## src/shared/sfocr_defines.vh

```
// Purpose: constants for the fractional/output configuration register bank
// Assumes: 16-bit registers addressed by register number
// Notes:   definitions only
`ifndef SFOCR_DEFINES_VH
`define SFOCR_DEFINES_VH

// =====================================================================
// register numbers
`define SFOCR_ADDR_W          7
`define SFOCR_DATA_W          16
`define SFOCR_A_DEN_HI        7'h28
`define SFOCR_A_DEN_LO        7'h29
`define SFOCR_A_SEED_HI       7'h2a
`define SFOCR_A_SEED_LO       7'h2b
`define SFOCR_A_NUM_HI        7'h2c
`define SFOCR_A_NUM_LO        7'h2d
`define SFOCR_A_PWR_MOD       7'h2e
`define SFOCR_A_OUTA_SRC      7'h2f
`define SFOCR_A_OUTB_SRC      7'h30
`define SFOCR_A_MUX_DRV       7'h3b
`define SFOCR_A_LD_KIND       7'h3d

// =====================================================================
// reset values
`define SFOCR_RST_DEN         16'h03e8
`define SFOCR_RST_ZERO        16'h0000
`define SFOCR_RST_PWR_MOD     16'h0f80
`define SFOCR_RST_OUTA_SRC    16'h0000
`define SFOCR_RST_OUTB_SRC    16'h0000
`define SFOCR_RST_MUX_DRV     16'h0000
`define SFOCR_RST_LD_KIND     16'h0001

// =====================================================================
// field positions
`define SFOCR_F_ORDER         2:0
`define SFOCR_F_A_POW         13:8
`define SFOCR_F_B_PD          7
`define SFOCR_F_A_PD          6
`define SFOCR_F_A_SRC         12:11
`define SFOCR_F_B_POW         5:0
`define SFOCR_F_B_SRC         1:0
`define SFOCR_F_HDRV          5
`define SFOCR_F_LD_KIND       0

// =====================================================================
// encodings
`define SFOCR_ORDER_INT       3'h0
`define SFOCR_ORDER_MAX       3'h4
`define SFOCR_POW_NORM_MAX    6'h1f
`define SFOCR_POW_BOOST_MIN   6'h30
`define SFOCR_SRC_CHDIV       2'h0
`define SFOCR_SRC_OSC         2'h1
`define SFOCR_LD_CAL          1'b0

`endif

```

## src/hw/sfocr_reg16.v

```verilog
// Purpose: one 16-bit configuration register with word write
// Assumes: synchronous active-high reset
// Notes:   reset value is a parameter
`timescale 1ns/100ps
module sfocr_reg16 #(
  parameter [15:0] RST_VAL = 16'h0000
) (
  input  wire        clk_i,
  input  wire        rst_i,
  input  wire        wr_i,
  input  wire [15:0] wdata_i,
  output wire [15:0] q_o
);
  reg [15:0] q_ff;
  always @(posedge clk_i) begin
    if (rst_i) begin
      q_ff <= RST_VAL;
    end else if (wr_i) begin
      q_ff <= wdata_i;
    end
  end
  assign q_o = q_ff;
endmodule

```

## src/hw/sfocr_status_mux.v

```verilog
// Purpose: selects what the multiplexed status pin reports
// Assumes: status inputs synchronous to clk_i
// Notes:   output registered
`timescale 1ns/100ps
`include "sfocr_defines.vh"
module sfocr_status_mux (
  input  wire clk_i,
  input  wire rst_i,
  input  wire lock_detect_kind_i,
  input  wire cal_done_i,
  input  wire vtune_locked_i,
  output wire mux_status_pin_o
);
  reg status_ff;
  always @(posedge clk_i) begin
    if (rst_i) begin
      status_ff <= 1'b0;
    end else if (lock_detect_kind_i == `SFOCR_LD_CAL) begin
      status_ff <= cal_done_i;
    end else begin
      status_ff <= vtune_locked_i;
    end
  end
  assign mux_status_pin_o = status_ff;
endmodule

```

## src/hw/sfocr_regs.v

```verilog
// Contract
// the fractional denominator is 32 bits, upper half then lower half, each reset to 1000.
// the fractional numerator is 32 bits over two consecutive registers, both reset to 0.
// modulator order in bits 2:0 picks fourth to first order, or integer mode at 0.
// output A power in bits 13:8, 0..31 normal, 48..63 boost, reset 15.
// output B power in bits 5:0 with the same coding, reset 0.
// bit 7 powers down output B when 1, reset 1.
// bit 6 powers down output A when 1, reset 0.
// source selectors A bits 12:11 and B bits 1:0: 1 oscillator, 0 channel divider, 2-3 reserved.
// bit 5 selects high drive on the status pin, reset 0.
// software sets the status pin source select to 1 before relying on lock detect kind.
// with lock detect kind 0 the status pin shows calibration done.
// with lock detect kind 1, the reset value, the status pin shows tuning-voltage lock.
// software writes default values into all unnamed bit ranges.
// every register is 16 bits, addressed by number, read and written as a whole word.
//
// Purpose: configuration register bank for fractional divider and output buffers
// Assumes: serial port decoded upstream into word write/read strobes
// Notes:   unnamed bits are stored and read back as written
`timescale 1ns/100ps
`include "sfocr_defines.vh"
module sfocr_regs #(
  parameter NREG = 11
) (
  input  wire        clk_i,
  input  wire        rst_i,
  input  wire        wr_en_i,
  input  wire        rd_en_i,
  input  wire [6:0]  addr_i,
  input  wire [15:0] wdata_i,
  input  wire        cal_done_i,
  input  wire        vtune_locked_i,
  output reg  [15:0] rdata_o,
  output reg         rvalid_o,
  output wire [31:0] frac_denominator_o,
  output wire [31:0] frac_numerator_o,
  output wire [31:0] modulator_seed_o,
  output wire [2:0]  modulator_order_o,
  output wire        frac_mode_o,
  output wire [5:0]  out_a_power_level_o,
  output wire        out_a_boost_o,
  output wire [5:0]  out_b_power_level_o,
  output wire        out_b_boost_o,
  output wire        out_a_powerdown_o,
  output wire        out_b_powerdown_o,
  output wire [1:0]  out_a_source_sel_o,
  output wire [1:0]  out_b_source_sel_o,
  output wire        out_a_use_osc_o,
  output wire        out_b_use_osc_o,
  output wire        mux_pin_high_drive_o,
  output wire        lock_detect_kind_o,
  output wire        mux_status_pin_o
);

  // ===================================================================
  // address table
  wire [7*NREG-1:0]  addr_tab;
  wire [16*NREG-1:0] rst_tab;
  wire [16*NREG-1:0] q_tab;
  assign addr_tab = {`SFOCR_A_LD_KIND, `SFOCR_A_MUX_DRV, `SFOCR_A_OUTB_SRC,
                     `SFOCR_A_OUTA_SRC, `SFOCR_A_PWR_MOD, `SFOCR_A_NUM_LO,
                     `SFOCR_A_NUM_HI, `SFOCR_A_SEED_LO, `SFOCR_A_SEED_HI,
                     `SFOCR_A_DEN_LO, `SFOCR_A_DEN_HI};
  localparam [16*NREG-1:0] RST_TAB = {`SFOCR_RST_LD_KIND, `SFOCR_RST_MUX_DRV,
                     `SFOCR_RST_OUTB_SRC, `SFOCR_RST_OUTA_SRC, `SFOCR_RST_PWR_MOD,
                     `SFOCR_RST_ZERO, `SFOCR_RST_ZERO, `SFOCR_RST_ZERO,
                     `SFOCR_RST_ZERO, `SFOCR_RST_DEN, `SFOCR_RST_DEN};
  assign rst_tab = RST_TAB;

  // ===================================================================
  // register storage, one word per register number
  genvar g;
  generate
    for (g = 0; g < NREG; g = g + 1) begin : g_reg
      sfocr_reg16 #(
        .RST_VAL (RST_TAB[16*g +: 16])
      ) u_reg (
        .clk_i   (clk_i),
        .rst_i   (rst_i),
        .wr_i    (wr_en_i && (addr_i == addr_tab[7*g +: 7])),
        .wdata_i (wdata_i),
        .q_o     (q_tab[16*g +: 16])
      );
    end
  endgenerate

  // ===================================================================
  // readback, unmapped numbers read zero
  reg [15:0] nxt_rdata;
  integer    i;
  always @* begin
    nxt_rdata = 16'h0000;
    for (i = 0; i < NREG; i = i + 1) begin
      if (addr_i == addr_tab[7*i +: 7]) begin
        nxt_rdata = q_tab[16*i +: 16];
      end
    end
  end

  always @(posedge clk_i) begin
    if (rst_i) begin
      rdata_o  <= 16'h0000;
      rvalid_o <= 1'b0;
    end else begin
      rvalid_o <= rd_en_i;
      if (rd_en_i) begin
        rdata_o <= nxt_rdata;
      end
    end
  end

  // ===================================================================
  // field decode
  wire [15:0] den_hi   = q_tab[16*0 +: 16];
  wire [15:0] den_lo   = q_tab[16*1 +: 16];
  wire [15:0] seed_hi  = q_tab[16*2 +: 16];
  wire [15:0] seed_lo  = q_tab[16*3 +: 16];
  wire [15:0] num_hi   = q_tab[16*4 +: 16];
  wire [15:0] num_lo   = q_tab[16*5 +: 16];
  wire [15:0] pwr_mod  = q_tab[16*6 +: 16];
  wire [15:0] outa_src = q_tab[16*7 +: 16];
  wire [15:0] outb_src = q_tab[16*8 +: 16];
  wire [15:0] mux_drv  = q_tab[16*9 +: 16];
  wire [15:0] ld_kind  = q_tab[16*10 +: 16];

  assign frac_denominator_o   = {den_hi, den_lo};
  assign frac_numerator_o     = {num_hi, num_lo};
  assign modulator_seed_o     = {seed_hi, seed_lo};
  assign modulator_order_o    = pwr_mod[`SFOCR_F_ORDER];
  assign frac_mode_o          = (modulator_order_o != `SFOCR_ORDER_INT) &&
                                (modulator_order_o <= `SFOCR_ORDER_MAX);
  assign out_a_power_level_o  = pwr_mod[`SFOCR_F_A_POW];
  assign out_a_boost_o        = out_a_power_level_o >= `SFOCR_POW_BOOST_MIN;
  assign out_b_power_level_o  = outa_src[`SFOCR_F_B_POW];
  assign out_b_boost_o        = out_b_power_level_o >= `SFOCR_POW_BOOST_MIN;
  assign out_b_powerdown_o    = pwr_mod[`SFOCR_F_B_PD];
  assign out_a_powerdown_o    = pwr_mod[`SFOCR_F_A_PD];
  assign out_a_source_sel_o   = outa_src[`SFOCR_F_A_SRC];
  assign out_b_source_sel_o   = outb_src[`SFOCR_F_B_SRC];
  assign out_a_use_osc_o      = out_a_source_sel_o == `SFOCR_SRC_OSC;
  assign out_b_use_osc_o      = out_b_source_sel_o == `SFOCR_SRC_OSC;
  assign mux_pin_high_drive_o = mux_drv[`SFOCR_F_HDRV];
  assign lock_detect_kind_o   = ld_kind[`SFOCR_F_LD_KIND];

  // ===================================================================
  // status pin source
  sfocr_status_mux u_status (
    .clk_i              (clk_i),
    .rst_i              (rst_i),
    .lock_detect_kind_i (lock_detect_kind_o),
    .cal_done_i         (cal_done_i),
    .vtune_locked_i     (vtune_locked_i),
    .mux_status_pin_o   (mux_status_pin_o)
  );

endmodule

```

## config.mk

```make
export PLATFORM = sky130hd
export DESIGN_NAME = sfocr_regs
export DESIGN_NICKNAME = d
export VERILOG_FILES = /design/src/hw/sfocr_reg16.v /design/src/hw/sfocr_status_mux.v /design/src/hw/sfocr_regs.v
export VERILOG_INCLUDE_DIRS = /design/src /design/src/shared
export SDC_FILE = /design/constraint.sdc
export NUM_CORES = 1
export LEC_CHECK = 0
export ABC_AREA = 1
export BUFFER_PORTS_ARGS = -buffer_cell sky130_fd_sc_hd__buf_4
export CORE_AREA = 8 8 141 143
export DETAILED_ROUTE_END_ITERATION = 10
export DIE_AREA = 0 0 149 151
export MAX_ROUTING_LAYER = met4
export PLACE_DENSITY = 0.75
export SETUP_SLACK_MARGIN = 0.3
export SYNTH_ARGS = -nofsm -noshare
export SYNTH_HDL_FRONTEND = slang
export SYNTH_SLANG_ARGS = --single-unit
```

## constraint.sdc

```tcl
create_clock -name clk_i -period 1.9 [get_ports clk_i]
set_input_delay 0.285 -clock clk_i [delete_from_list [all_inputs] [get_ports clk_i]]
set_output_delay 0.285 -clock clk_i [all_outputs]
set_load 0.03 [all_outputs]
```

==> impl_metrics.ini <==
[setup_path]
cp_max_fo = 3
cpPeakStageDelay_ns = 0.32
critPathArrivalTime_ns = 1.25
crit_required_ns = 1.62
path_cells = inv_1, xor2_1, buf_4
rr_endpoint = rdata_o[9]$_SDFFE_PP0P_
r2r_start = g_reg[1].u_reg.q_o[9]$_SDFFE_PP1P_
slowest_stage = dfxtp_1
reg2reg_slack_ns = 0.61
worst_setup_path_start_kind = flop
crit_path_end_kind = primary output
r2r_cells = 8
path_class = reg -> out

[clock_network]
cts_hold_buf = 0
htreeDepth = 4
clk_latency_ns = 0.43
clock_sinks = 194
root_buffer = clkbuf_16
clk_pin_slew_worst_paths_ns = 0.07
clk_path_buf_depth = 2
cts_tree = built
cts_made_buffers = 17

[timing]
hold_violations = 0
rsz0062_at_grt = no
worstMarginPinSlew_ns = 0.7102
post-route-min-period_ns = 1.533
relSlewSlack_pct = 52.60
post-route-period-util_pct = 80.69
slew_violations = 0
fmax_mhz = 652.3
hold_ws_ns = 0.08490
fin_skew_ns = 0.007193
finalSetupViolCount = 0

[place]
globalplace.congestion = 0.9299
place_inst = 1555
port_buffers = 170
dp_hpwl_mm = 18.63

[grt]
grt_pass1_vias = 7865
antenna_found_initial = 0
grt_use_total_pct = 24.01
grt_pass1_wl_mm = 41.75
grt_max_degree = 104
grt_overflow = 0

[cells_and_area]
fin_util_pct = 59.63
nets = 1374
layout-drive-gt1-share_pct = 19.81
area_delta_synth_final_pct = 21.89
instances_no_fill = 1587
diodes = 0

[routing]
routed_wl_mm = 26.62
drc = 0
postRouteAntennaNets = 0
via_per_inst = 5.398
detail_route.first_pass.iterations = 6
drtIter0Drc = 753
wl_per_cell_um = 16.77
via_count = 8567

[power]
power.density_nw_per_um2 = 786.8
p_leak_nw = 4.430
ir_worst_vdd_uv = 666.8

[synthesis]
synth_area_leaders = dfxtp_1 (45%), nand2_1 (12%), a21oi_1 (8.2%), nand3_1 (6.5%), nor2_1 (6.2%)
yosys_warnings = 0
synth-main-ff-cell = dfxtp_1
yosysTopAreaCellShare_pct = 44.96
yosysSeqAreaShare_pct = 44.96
synth_cells = 1239
synth_seq_cells = 194
async_flop_share_pct = 0
synth_top_cell_by_area = dfxtp_1
ys_types = 25
synth_area_per_cell_um2 = 6.972
synth_edf_count = 0
synth_area_um2 = 8638
syn-num-nets = 1268

[die]
initial_utilization_pct = 48.92
core_area_um2 = 17660
die_h_um = 151
io_pins = 171
die_w_um = 149
fp-row-count = 49
die_area_um2 = 22500

[flow_run]
cap_viol_max_count = 0

[hold_path]
min_from = vtune_locked_i
hp-class = in -> reg
whs_path_depth = 3
hold_end = u_status.mux_status_pin_o$_SDFF_PP0_

[outcome]
outcome = finished, final reports clean
-- repair_timing --
action,4_1_cts,5_1_grt
gates resized for setup,0,6
buffers inserted,0,0
setup endpoints to repair,0,32
-- through the flow --
stage	total power (W)	setup WS, ns	instance area (um2)	setup TNS (ns)
after floorplan	0.004476	0.4540	8638	0
after global placement	0.004645	0.01193	9897	0
after detailed placement	0.004648	-0.04828	9897	-0.3209
after CTS	0.008321	0.3447	10510	0
after global routing	0.008539	0.3051	10530	0
final	0.008284	0.3669	10530	0
-- final cells by class --
class / instances / area [um2]
clock buffers: 19 / 452.9
clock inverters: 13 / 157.7
fillers: 1673 / 7128
inverters: 105 / 396.6
multi-input cells: 833 / 3819
flip-flops and latches: 194 / 3885
well taps: 229 / 286.5
repair buffers: 194 / 1531
-- where the power goes --
group          switching, W  internal [W]  leakage, nW
Combinational      0.000330      0.000132         2.56
Clock               0.00158       0.00214        0.303
Sequential        0.0000135       0.00409         1.57
-- critical path: cells and delay by family (launching register included) --
family | cells | cell delay [ns]
buffers and inverters | 2 | 0.34
xor gates and xnor gates | 1 | 0.16
DFF | 1 | 0.32
-- cell usage in the layout, fill, tap and decap left out --
| cell | synthesis | final |
|---|---|---|
| o21ai_0 | 107 | 107 |
| nor2_1 | 143 | 143 |
| inv_2 | 12 | 13 |
| a21oi_1 | 142 | 142 |
| buf_12 | 0 | 6 |
| inv_6 | 0 | 2 |
| clkbuf_8 | 0 | 2 |
| dfxtp_1 | 194 | 193 |
| a21oi_2 | 2 | 2 |
| nand3_4 | 1 | 1 |
| inv_4 | 1 | 1 |
| nor2_4 | 5 | 6 |
| nor3_2 | 1 | 1 |
| nand3_1 | 113 | 113 |
| nand2_4 | 3 | 5 |
| dfxtp_2 | 0 | 1 |
| nand2_2 | 9 | 9 |
| nand2_1 | 270 | 268 |
| clkinv_4 | 0 | 2 |
| nor3_4 | 1 | 1 |
| clkinv_2 | 0 | 5 |
| xor2_1 | 1 | 1 |
| clkinvlp_4 | 0 | 1 |
| nand4_1 | 30 | 30 |
| buf_4 | 30 | 188 |
| bufinv_16 | 0 | 3 |
| nor2_2 | 4 | 3 |
| clkbuf_16 | 0 | 17 |
| o211ai_1 | 1 | 1 |
| inv_1 | 91 | 91 |
-- state kept, by name (all words and copies together) (netlist names) --
register	count
rdata_o	16
u_status.mux_status_pin_o	1
g.u_reg.q_o	176
rvalid_o	1
-- cells in the mapped netlist (2+ instances only) --
cell        n
nand2_2     9
o21ai_0   107
buf_6       3
nand4_1    30
nor2_2      4
nand2_1   270
a21oi_1   142
nor2_4      5
buf_2      18
a21oi_2     2
inv_2      12
buf_4      30
nand3_1   113
dfxtp_1   194
clkbuf_1   56
nand2_4     3
inv_1      91
nor2_1    143
-- per-layer routing --
layer	wire [um]	track usage [%]	up-vias
li1	-	-	4192
met1	10940	28.90	3978
met2	13050	39.62	347
met3	1923	4.093	50
met4	702	9.288	0
met5	0	-	-
-- worst max path at each step --
stage          slack (ns)                             endpoint  cells after the start                          startpoint
2_1_floorplan        0.45             rdata_o[14]$_SDFFE_PP0P_                     12                           addr_i[6]
3_3_place_gp         0.01             rdata_o[11]$_SDFFE_PP0P_                     12                           addr_i[2]
3_5_place_dp        -0.05  g_reg[7].u_reg.q_o[15]$_SDFFE_PP0P_                     10                           addr_i[6]
4_1_cts              0.34                          frac_mode_o                      3  g_reg[6].u_reg.q_o[0]$_SDFFE_PP0P_
5_1_grt              0.31                          frac_mode_o                      3  g_reg[6].u_reg.q_o[2]$_SDFFE_PP0P_
6_report             0.37                          frac_mode_o                      3  g_reg[6].u_reg.q_o[2]$_SDFFE_PP0P_
-- cell families (layout without fill, tap and decap cells) --
kind of cell / after synthesis / after routing / share of synthesized area [%]
AND/OR/NAND/NOR: 580 / 580 / 29.16
AO/OA/AOI/OAI: 252 / 252 / 14.72
buffers and inverters: 212 / 331 / 11.07
flip-flops: 194 / 194 / 44.96
XOR/XNOR: 1 / 1 / 0.1014
Power figures use the tool's default switching activity.
